**src/inc/pmic_i2c_regs.vh**
```
// Constants for the serial target port: bus address, register map and timing.
// Assumes a 100 MHz system clock; included by bare name from hw/ files.
`ifndef PMIC_I2C_REGS_VH
`define PMIC_I2C_REGS_VH

// ==========================================================
// Target address
`define TGT_ADDR_DEFAULT 7'h4A
`define TGT_ADDR_ALT 7'h4B
`define GEN_CALL_ADDR 7'h00

// ==========================================================
// Register map
`define REG_AW 4
`define REG_DEPTH 16
`define REG_STAT_A 4'hC
`define REG_STAT_B 4'hE
`define MR_EVENT_BIT 0
`define REG_RESET_VAL 8'h00

// ==========================================================
// Timing
`define SCL_MAX_KHZ 400
`define MCLK_MHZ 100

`endif

```
**src/hw/pmic_i2c_target_port.v**
```verilog
// Serial target port: bus slave that writes control registers and reads status.
// Assumes scl and sda come from external pulled-up wires, sampled on mclk (100 MHz).
//
// Summary of operation
// Works for bus clock up to 400 kHz; controller must not exceed.
// General call address is neither acknowledged nor acted upon.
// A read sets busy_r until a stop; a start while busy is served like any other.
// Data line driven open-drain only; clock line is input only.
// Data bits are sampled on the rising edge of the bus clock.
// Read data driven bit by bit following the controller's clock.
// Default target address is 0x4A unless the address option is fitted and the select pin is high.
// With the option, the address-select pin level changes the address.
// Status registers 12 and 14 clear bits written with one.
// Subaddress byte selects the register used by the data bytes.
// Write: addr, sub, data. Read: addr, sub, restart, addr+R, data, nack.
// Manual-reset event flag clears when the controller writes one.
`timescale 1ns/1ps
`default_nettype none
`include "pmic_i2c_regs.vh"

module pmic_i2c_target_port #(
   parameter ADDR_OPTION = 0,
   parameter AW = `REG_AW
) (
   input wire mclk,
   input wire rst_b,
   input wire scl_in,
   input wire sda_in,
   output wire sda_out,
   output wire sda_oe_b,
   input wire address_select_pin,
   input wire [7:0] stat_a_set,
   input wire [7:0] stat_b_set,
   input wire manual_reset_event,
   output reg manual_reset_event_flag_r,
   output reg [7:0] ctrl_wr_data_r,
   output reg [AW-1:0] ctrl_wr_addr_r,
   output reg ctrl_wr_stb_r,
   output reg busy_r
);

   // ==========================================================
   // States
   localparam ST_IDLE = 3'd0;
   localparam ST_ADDR = 3'd1;
   localparam ST_ACK = 3'd2;
   localparam ST_SUB = 3'd3;
   localparam ST_WDATA = 3'd4;
   localparam ST_RDATA = 3'd5;
   localparam ST_RACK = 3'd6;

   // ==========================================================
   // Three-stage synchronisers
   reg [2:0] scl_sync_r;
   reg [2:0] sda_sync_r;
   reg scl_r;
   reg sda_r;

   // Capture pins; a level counts once stages two and three agree
   always @(posedge mclk or negedge rst_b) begin
      if (!rst_b) begin
         scl_sync_r <= 3'h7;
         sda_sync_r <= 3'h7;
         scl_r <= 1'b1;
         sda_r <= 1'b1;
      end else begin
         scl_sync_r <= {scl_sync_r[1:0], scl_in};
         sda_sync_r <= {sda_sync_r[1:0], sda_in};
         if (scl_sync_r[1] == scl_sync_r[2]) begin
            scl_r <= scl_sync_r[2];
         end
         if (sda_sync_r[1] == sda_sync_r[2]) begin
            sda_r <= sda_sync_r[2];
         end
      end
   end

   // ==========================================================
   // Bus events
   reg scl_d_r;
   reg sda_d_r;
   wire scl_rise = scl_r & ~scl_d_r;
   wire scl_fall = ~scl_r & scl_d_r;
   wire start_ev = scl_r & scl_d_r & sda_d_r & ~sda_r;
   wire stop_ev = scl_r & scl_d_r & ~sda_d_r & sda_r;

   always @(posedge mclk or negedge rst_b) begin
      if (!rst_b) begin
         scl_d_r <= 1'b1;
         sda_d_r <= 1'b1;
      end else begin
         scl_d_r <= scl_r;
         sda_d_r <= sda_r;
      end
   end

   // ==========================================================
   // Address selection, pin sampled continuously after reset release
   reg [2:0] addr_sync_r;
   reg addr_sel_r;
   wire [6:0] my_addr = (ADDR_OPTION != 0 && addr_sel_r) ?
      `TGT_ADDR_ALT : `TGT_ADDR_DEFAULT;

   // Pin passes three flops; level taken once stages two and three agree
   always @(posedge mclk or negedge rst_b) begin
      if (!rst_b) begin
         addr_sync_r <= 3'h0;
         addr_sel_r <= 1'b0;
      end else begin
         addr_sync_r <= {addr_sync_r[1:0], address_select_pin};
         if (addr_sync_r[1] == addr_sync_r[2]) begin
            addr_sel_r <= addr_sync_r[2];
         end
      end
   end

   // Status register decode used by the write path only
   function is_status;
      input [AW-1:0] a;
      begin
         is_status = (a == `REG_STAT_A) || (a == `REG_STAT_B);
      end
   endfunction

   // ==========================================================
   // Transfer engine
   reg [2:0] state_r;
   reg [2:0] ret_r;
   reg [3:0] bit_cnt_r;
   reg [7:0] shift_r;
   reg [AW-1:0] sub_r;
   reg sda_drive_r;
   reg wr_pend_r;
   reg [7:0] stat_a_r;
   reg [7:0] stat_b_r;
   wire [7:0] mem_rd;
   reg mem_we_r;
   reg [7:0] mem_wd_r;

   // Read data source: status registers live in flops, others in the store
   wire [7:0] rd_byte = (sub_r == `REG_STAT_A) ? stat_a_r :
      (sub_r == `REG_STAT_B) ? stat_b_r : mem_rd;

   always @(posedge mclk or negedge rst_b) begin
      if (!rst_b) begin
         state_r <= ST_IDLE;
         ret_r <= ST_IDLE;
         bit_cnt_r <= 4'h0;
         shift_r <= 8'h00;
         sub_r <= {AW{1'b0}};
         sda_drive_r <= 1'b0;
         wr_pend_r <= 1'b0;
         busy_r <= 1'b0;
         mem_we_r <= 1'b0;
         mem_wd_r <= 8'h00;
      end else begin
         mem_we_r <= 1'b0;
         if (stop_ev) begin
            state_r <= ST_IDLE;
            sda_drive_r <= 1'b0;
            busy_r <= 1'b0;
         end else if (start_ev && !busy_r) begin
            // A start outside a read opens an address phase; one during a read does the same
            state_r <= ST_ADDR;
            bit_cnt_r <= 4'h0;
            sda_drive_r <= 1'b0;
         end else if (start_ev && busy_r) begin
            state_r <= ST_ADDR;
            bit_cnt_r <= 4'h0;
            sda_drive_r <= 1'b0;
         end else begin
            case (state_r)
               ST_ADDR, ST_SUB, ST_WDATA: begin
                  if (scl_rise) begin
                     shift_r <= {shift_r[6:0], sda_r};
                     bit_cnt_r <= bit_cnt_r + 4'h1;
                  end else if (scl_fall && bit_cnt_r == 4'h8) begin
                     bit_cnt_r <= 4'h0;
                     state_r <= ST_ACK;
                     if (state_r == ST_ADDR) begin
                        if (shift_r[7:1] == my_addr && shift_r[7:1] != `GEN_CALL_ADDR) begin
                           sda_drive_r <= 1'b1;
                           ret_r <= shift_r[0] ? ST_RDATA : ST_SUB;
                           busy_r <= busy_r | shift_r[0];
                        end else begin
                           state_r <= ST_IDLE;
                        end
                     end else if (state_r == ST_SUB) begin
                        sub_r <= shift_r[AW-1:0];
                        sda_drive_r <= 1'b1;
                        ret_r <= ST_WDATA;
                     end else begin
                        sda_drive_r <= 1'b1;
                        wr_pend_r <= 1'b1;
                        ret_r <= ST_WDATA;
                     end
                  end
               end
               ST_ACK: begin
                  if (wr_pend_r) begin
                     // Commit the written byte to the subaddressed register
                     wr_pend_r <= 1'b0;
                     if (!is_status(sub_r)) begin
                        mem_we_r <= 1'b1;
                        mem_wd_r <= shift_r;
                     end
                  end
                  if (scl_fall) begin
                     sda_drive_r <= 1'b0;
                     if (ret_r == ST_RDATA) begin
                        shift_r <= rd_byte;
                        sda_drive_r <= ~rd_byte[7];
                        bit_cnt_r <= 4'h1;
                     end
                     state_r <= ret_r;
                  end
               end
               ST_RDATA: begin
                  if (scl_fall) begin
                     if (bit_cnt_r == 4'h8) begin
                        sda_drive_r <= 1'b0;
                        state_r <= ST_RACK;
                     end else begin
                        sda_drive_r <= ~shift_r[7 - bit_cnt_r[2:0]];
                        bit_cnt_r <= bit_cnt_r + 4'h1;
                     end
                  end
               end
               ST_RACK: begin
                  // Controller ack continues the read, nack ends it
                  if (scl_rise) begin
                     if (sda_r) begin
                        state_r <= ST_IDLE;
                     end else begin
                        sub_r <= sub_r + {{(AW-1){1'b0}}, 1'b1};
                        ret_r <= ST_RDATA;
                        state_r <= ST_ACK;
                     end
                  end
               end
               default: begin
                  state_r <= ST_IDLE;
               end
            endcase
         end
      end
   end

   // ==========================================================
   // Status registers: hardware sets win over write-one clears
   wire stat_wr = ST_ACK == state_r && wr_pend_r;

   always @(posedge mclk or negedge rst_b) begin
      if (!rst_b) begin
         stat_a_r <= `REG_RESET_VAL;
         stat_b_r <= `REG_RESET_VAL;
      end else begin
         stat_a_r <= (stat_a_r & ~((stat_wr && sub_r == `REG_STAT_A) ? shift_r : 8'h00))
            | stat_a_set;
         stat_b_r <= (stat_b_r & ~((stat_wr && sub_r == `REG_STAT_B) ? shift_r : 8'h00))
            | stat_b_set | ({7'h00, manual_reset_event} << `MR_EVENT_BIT);
      end
   end

   // Manual reset event flag mirrors its status bit
   always @(posedge mclk or negedge rst_b) begin
      if (!rst_b) begin
         manual_reset_event_flag_r <= 1'b0;
      end else begin
         manual_reset_event_flag_r <= stat_b_r[`MR_EVENT_BIT];
      end
   end

   // Control write strobe to the regulator logic
   always @(posedge mclk or negedge rst_b) begin
      if (!rst_b) begin
         ctrl_wr_stb_r <= 1'b0;
         ctrl_wr_data_r <= 8'h00;
         ctrl_wr_addr_r <= {AW{1'b0}};
      end else begin
         ctrl_wr_stb_r <= mem_we_r;
         if (mem_we_r) begin
            ctrl_wr_data_r <= mem_wd_r;
            ctrl_wr_addr_r <= sub_r;
         end
      end
   end

   // ==========================================================
   // Register memory
   reg_store #(.AW(AW), .DEPTH(`REG_DEPTH)) u_store (
      .mclk(mclk),
      .rst_b(rst_b),
      .wr_en(mem_we_r),
      .wr_addr(sub_r),
      .wr_data(mem_wd_r),
      .rd_addr(sub_r),
      .rd_data_r(mem_rd)
   );

   // Open-drain data: only ever pulls low; enable low while driving
   assign sda_out = 1'b0;
   assign sda_oe_b = ~sda_drive_r;

endmodule
`default_nettype wire

```
**src/hw/reg_store.v**
```verilog
// Small register memory for the target port, one write port, one read port.
// Assumes single clock; read data come out of a register one cycle after the address.
`timescale 1ns/1ps
`default_nettype none
`include "pmic_i2c_regs.vh"

module reg_store #(
   parameter AW = `REG_AW,
   parameter DEPTH = `REG_DEPTH
) (
   input wire mclk,
   input wire rst_b,
   input wire wr_en,
   input wire [AW-1:0] wr_addr,
   input wire [7:0] wr_data,
   input wire [AW-1:0] rd_addr,
   output reg [7:0] rd_data_r
);

   // ==========================================================
   // Storage
   reg [7:0] mem_r [0:DEPTH-1];
   integer i;

   // Write port and registered read
   always @(posedge mclk or negedge rst_b) begin
      if (!rst_b) begin
         for (i = 0; i < DEPTH; i = i + 1) begin
            mem_r[i] <= `REG_RESET_VAL;
         end
         rd_data_r <= `REG_RESET_VAL;
      end else begin
         if (wr_en) begin
            mem_r[wr_addr] <= wr_data;
         end
         rd_data_r <= mem_r[rd_addr];
      end
   end

endmodule
`default_nettype wire

```
**config.mk**
```make
export PLATFORM = sky130hd
export DESIGN_NAME = pmic_i2c_target_port
export DESIGN_NICKNAME = d
export VERILOG_FILES = /design/src/hw/pmic_i2c_target_port.v /design/src/hw/reg_store.v
export VERILOG_INCLUDE_DIRS = /design/src /design/src/inc
export SDC_FILE = /design/constraint.sdc
export NUM_CORES = 1
export LEC_CHECK = 0
export BUFFER_PORTS_ARGS = -buffer_cell sky130_fd_sc_hd__buf_2
export CAP_MARGIN = 5
export CORE_MARGIN = 1.5
export CORE_UTILIZATION = 50
export CTS_CLUSTER_DIAMETER = 100
export DETAILED_ROUTE_END_ITERATION = 10
export GPL_TIMING_DRIVEN = 0
export PLACE_DENSITY = 0.68
export SKIP_LAST_GASP = 1
export SYNTH_ARGS = -nofsm -noshare
export SYNTH_HDL_FRONTEND = slang
export SYNTH_HIERARCHICAL = 1
export SYNTH_SLANG_ARGS = --single-unit
```
**constraint.sdc**
```tcl
create_clock -name mclk -period 2.42 [get_ports mclk]
set_input_delay 0.242 -clock mclk [delete_from_list [all_inputs] [get_ports mclk]]
set_output_delay 0.242 -clock mclk [all_outputs]
set_load 0.01 [all_outputs]
```
==> results.cfg, run 1 <==
[logic_synthesis]
synth_area_leaders = dfrtp_1, mux2_2, mux4_2, dfstp_2, a21oi_1
synth-seq-area-share = 0.540
synth_warnings = 6
syn_inst = 720
synth-main-ff-cell = dfrtp_1
ys_types = 66
synth-seq-cells = 210
synth_top_cell_area_share = 0.513
syn_area_mm2 = 0.00976
synth_common_cells = dfrtp_1, mux2_2, nand2_1, a21oi_1, mux4_2
synth_edf_count = 0
synth.avg_cell_area_um2 = 13.6
synthArstFlopShare = 1.00
syn-num-nets = 747
synth_top_area_cell = dfrtp_1
synth_most_common_cell = dfrtp_1

[setup_path]
cp.arrival_ns = 2.66
end_kind = flop
crit_fanout = 12
r2r_slack_ns = 0.10
path_class = reg -> reg
cp-start-kind = flop
cp.required_ns = 2.76

[sta]
setup_viol = 0
holdWs_ns = 0.355
worst_pin_slew_ns = 0.943
slew-limit-headroom = 0.368
finalHoldViolCount = 0
finalClockSkew_ns = 0.0239
period_share = 0.957
fmax_ghz = 0.432
period_minus_slack_ns = 2.32
rsz0062_at_grt = false
drv_slew = 0

[floorplanning]
core_area_mm2 = 0.0189
die_h_um = 143
rows = 50
pin_count = 39
die_x_um = 143
die_area_mm2 = 0.0204
initial_utilization = 0.517

[cells_and_area]
drive_above_1_share = 0.384
design_area_mm2 = 0.0113
antenna_cells = 0
final_nets = 829
utilization = 0.596
areaGrowthSynthToFinish_pct = 15.5

[drt]
routed_via_density = 5.86
antenna_left = 0
drtPass1Iterations = 4
first_iter_violations = 367
wire_per_inst_um = 21.2
drc = 0
finalWirelength_um = 22900
vias = 6316

[outcome]
status = complete, no violations

[global_routing]
grt_pass1_vias = 6601
grt_use_total = 0.236
antenna_found_initial = 0
grt_pass1_wl_um = 36700
grt-ovfl-total = 0
grt_max_degree = 116

[power_and_ir_drop]
p_leak_nw = 5.20
powerDensity_mw_per_mm2 = 895
peakVddDrop_v = 0.000503

[cts]
clkTransAtPathRegs_ns = 0.06
h-tree-depth = 1
root_buffer = clkbuf_16
cts_tree = yes
cts_inserted_buffers = 23
cts.sinks = 210
insertion_delay_ns = 0.52
clk_path_buf_depth = 3

[job]
maxCapViolCount = 0

[placement]
placedInstanceArea_mm2 = 0.0103
dp_hpwl_um = 15300
routabilityCongestion = 0.875
port_buffers = 36

[min_path]
hp-class = in -> async
-- power by group --
group,total [W],internal (W),switching [W]
clock,0.00346,0.00208,0.00138
combinational,0.00262,0.000980,0.00164
sequential,0.00400,0.00370,0.000295
-- registers in the layout (all words and copies together) (netlist names), 3 cells and up --
| signal | count |
|---|---|
| sda_sync_r | 3 |
| stat_b_r | 8 |
| bit_cnt_r | 4 |
| mem_wd_r | 8 |
| ret_r | 3 |
| u_store/rd_data_r | 8 |
| stat_a_r | 8 |
| shift_r | 8 |
| u_store/mem_r | 128 |
| ctrl_wr_addr_r | 4 |
| ctrl_wr_data_r | 8 |
| sub_r | 4 |
| state_r | 3 |
| scl_sync_r | 3 |
-- logic make-up after synthesis --
logic type | count (synthesis) | synth area share
AO/OA/AOI/OAI | 117 | 0.0797
other | 1 | 0.000384
adder cells (fa/ha/maj) | 7 | 0.00846
flip-flops | 210 | 0.540
multiplexers | 196 | 0.267
buffers and inverters | 56 | 0.0267
AND/OR/NAND/NOR | 133 | 0.0785
-- layout make-up --
class                      instances  area, µm²
timing repair buffer              58        425
tap                              260        325
fill                            1490       7620
inverter                          11       41.3
buffer                            44        225
clock inverter                     9        101
multi-input combinational        454       4230
clock buffer                      32        649
sequential                       210       5270
-- final timing paths --
path                       cells past startpoint                              to                     from
max in group asynchronous                      3   u_store/mem_r[19]$_DFFE_PN0P_                    rst_b
setup / recovery                               4  u_store/rd_data_r[5]$_DFF_PN0_     sub_r[1]$_DFFE_PN0P_
hold / removal                                 2              busy_r$_DFFE_PN0P_                    rst_b
hold reg to reg                                0         sda_sync_r[1]$_DFF_PN1_  sda_sync_r[0]$_DFF_PN1_
min in group mclk                              0         sda_sync_r[1]$_DFF_PN1_  sda_sync_r[0]$_DFF_PN1_
setup reg to reg                               4  u_store/rd_data_r[5]$_DFF_PN0_     sub_r[1]$_DFFE_PN0P_
-- through the flow --
stage               worst slack, ns  TNS (ns)  instances  power [W]
floorplan                     0.449         0        720    0.00582
detailed placement           -0.128    -0.406       1017    0.00661
finish                        0.105         0       1078     0.0101
CTS                          0.0173         0       1078     0.0101
global route                 0.0203         0       1078     0.0106
global placement              -2.14   -434.38       1016    0.00652
-- routing by layer --
metal | wire length, µm | vias to the layer above | GRT usage
met4 | 642 | 0 | 0.0727
met3 | 903 | 40 | 0.0342
met1 | 9950 | 3318 | 0.315
li1 | - | 2813 | -
met2 | 11400 | 145 | 0.400
met5 | 0 | - | 0
-- worst max-delay path: stages, from the launching register on --
cell and delay, ns:
dfrtp_1 0.63, clkbuf_1 0.67, mux4_2 0.43, a22oi_1 0.25
nand2_1 0.18
-- placed cells by master, fill, tap and decap left out, types with 6 or more instances in the layout --
cell type      synthesis  layout
nand2b_1               8       8
nor2_2                 6       6
o21ai_0               17      17
a21oi_1               35      35
nand3_1               16      16
mux4_2                33      33
a21o_1                16      16
dfrtp_1              200     199
nand2_1               37      37
dfstp_2               10      10
buf_2                 13      45
clkbuf_16              0      23
dlygate4sd3_1          0      20
mux2_2               140     140
nor2_1                22      22
mux2_4                10      10
a22oi_1               16      16
nor2b_1                8       8
clkbuf_1              23      25
inv_1                 10      10
mux2i_1               12      12
-- repair_timing --
action / CTS / global route
cloned: 0 / 0
hold buffers: 20 / 0
setup buffers: 0 / 1
hold endpoints to repair: 108 / 0
gates resized for setup: 3 / 4
setup endpoints to repair: 5 / 12
pin swaps: 0 / 0
(Power assumes the default switching activity.)
==> inputs of run 2 (changes only) <==
- CORE_MARGIN: 1.5 -> 2
- CTS_CLUSTER_SIZE: not set -> 8
==> run 2 against run 1 <==
Net effect: critical path depth is the same; via count grew 1.3%; global-route usage shrank 0.21 points; sequential cell count is the same; routed wire length grew 3.0%.
==> results.cfg, run 2 (same netlist as run 1, synthesis figures left out) <==
[setup_path]
cp.arrival_ns = 2.73
slowest_delay_ns = 0.66
r2r_end = u_store/rd_data_r[5]$_DFF_PN0_
crit_fanout = 12
r2r_slack_ns = 0.08
cp.required_ns = 2.80
startpoint = sub_r[1]$_DFFE_PN0P_
path_cells = clkbuf_1 > mux4_2 > a22oi_1 > nand2_1
cp-start-kind = flop
rr_worst_depth = 4
crit_slowest_cell = clkbuf_1
path_class = reg -> reg
r2r_start = sub_r[1]$_DFFE_PN0P_
end_kind = flop

[cells_and_area]
multi_input_comb_area_mm2 = 0.00424
mostFrequentLayoutCells = dfrtp_1, mux2_2, buf_2, nand2_1, a21oi_1
drive_above_1_share = 0.377
final_nets = 836
final_cells = 1085
layout_commonest_cell = dfrtp_1
areaGrowthSynthToFinish_pct = 16.3
top_register = u_store/mem_r
design_area_mm2 = 0.0113
antenna_cells = 0
seqCellArea_mm2 = 0.00527
largest_reg_flops = 128
fillCellCount = 1551

[drt]
antenna_left = 0
drtPass1Iterations = 5
first_iter_violations = 347
met1_length_um = 9830
vias = 6397
drc = 0
met3_length_um = 1200
wl_met2_um = 11800
routed_via_density = 5.90
dr.max_layer_used = met4
wire_per_inst_um = 21.7
finalWirelength_um = 23600

[placement]
dp_hpwl_um = 15500
placedInstanceArea_mm2 = 0.0103
routabilityCongestion = 0.859
placed_cells = 1022
port_buffers = 36

[outcome]
status = complete, no violations

[cts]
cts_inserted_buffers = 30
insertion_delay_ns = 0.54
clk_path_buf_depth = 3
root_buffer = clkbuf_16
clkTransAtPathRegs_ns = 0.06
cts_tree = yes
cts.sinks = 210
h-tree-depth = 1

[global_routing]
antenna_found_initial = 0
grt_max_degree = 115
grt_pass1_vias = 6884
grt-ovfl-total = 0
grt_use_total = 0.234
grt_pass1_wl_um = 37200

[sta]
period_minus_slack_ns = 2.34
tns_ns = 0
worst_pin_slew_ns = 0.966
slew-limit-headroom = 0.352
fmax_ghz = 0.427
rsz0062_at_grt = false
setup_viol = 0
finalClockSkew_ns = 0.0165
holdWs_ns = 0.324
period_share = 0.968
finalHoldViolCount = 0
drv_slew = 0

[power_and_ir_drop]
powerDensity_mw_per_mm2 = 908
p_leak_nw = 5.23
peakVddDrop_v = 0.000526

[min_path]
hp-class = in -> async

[floorplanning]
die_h_um = 144
core_area_mm2 = 0.0193
rows = 51
die_area_mm2 = 0.0207
pin_count = 39
initial_utilization = 0.505
die_x_um = 144

[job]
maxCapViolCount = 0
-- run 2: changes by cell type in the layout (fill, tap and decap cells not counted), sizes merged --
cell	delta
clkbuf	+9
bufinv	-2
inv	-1
clkinvlp	-1
clkinv	-3
-- run 2: worst max path at each step --
stage | endpoint | slack, ns | depth (start not counted)
5_1_grt | u_store/rd_data_r[4]$_DFF_PN0_ | 0.02 | 5
2_1_floorplan | bit_cnt_r[2]$_DFFE_PN0P_ | 0.45 | 7
6_report | u_store/rd_data_r[5]$_DFF_PN0_ | 0.08 | 4
3_5_place_dp | u_store/rd_data_r[4]$_DFF_PN0_ | -0.14 | 5
3_3_place_gp | u_store/mem_r[5]$_DFFE_PN0P_ | -2.13 | 1
4_1_cts | u_store/rd_data_r[5]$_DFF_PN0_ | 0.02 | 5
-- run 2: layout make-up --
class / count / area share
clock buffer: 41 / 0.0698
buffer: 44 / 0.0197
clock inverter: 2 / 0.00221
sequential: 210 / 0.464
multi-input combinational: 454 / 0.374
tap: 265 / 0.0292
timing repair buffer: 58 / 0.0375
inverter: 11 / 0.00364
-- run 2: per-layer routing --
layer,track usage,vias up
li1,-,2814
met1,0.302,3340
met4,0.0769,0
met2,0.401,189
met5,0,-
met3,0.0417,54
-- run 2: worst max-delay path, delay by kind of cell, from the launching register on --
kind	cells	cell delay (ns)
compound gates	1	0.31
buf+inv	1	0.66
flops	1	0.63
mux	1	0.42
simple gates	1	0.18
-- run 2: what timing repair did --
item                                    in CTS  in global routing
buffers inserted                             0                  1
hold buffers                                20                  0
resized for setup                            2                  5
endpoints found under the hold margin      107                  0
endpoints found under the setup margin       6                 11
-- run 2: report_power, final --
group / internal, W / switching, W / leakage (nW)
Sequential: 0.00371 / 0.000291 / 2.77
Clock: 0.00223 / 0.00144 / 0.394
Combinational: 0.000981 / 0.00165 / 2.07
Total: 0.00692 / 0.00338 / 5.23
-- run 2: per-stage QoR --
step,util,power [W],setup slack (ns)
final,0.587,0.0103,0.0774
after global routing,0.587,0.0108,0.0171
after floorplan,-,0.00582,0.449
after detailed placement,0.533,0.00662,-0.140
after global placement,0.531,0.00653,-2.13
after CTS,0.586,0.0103,0.0173
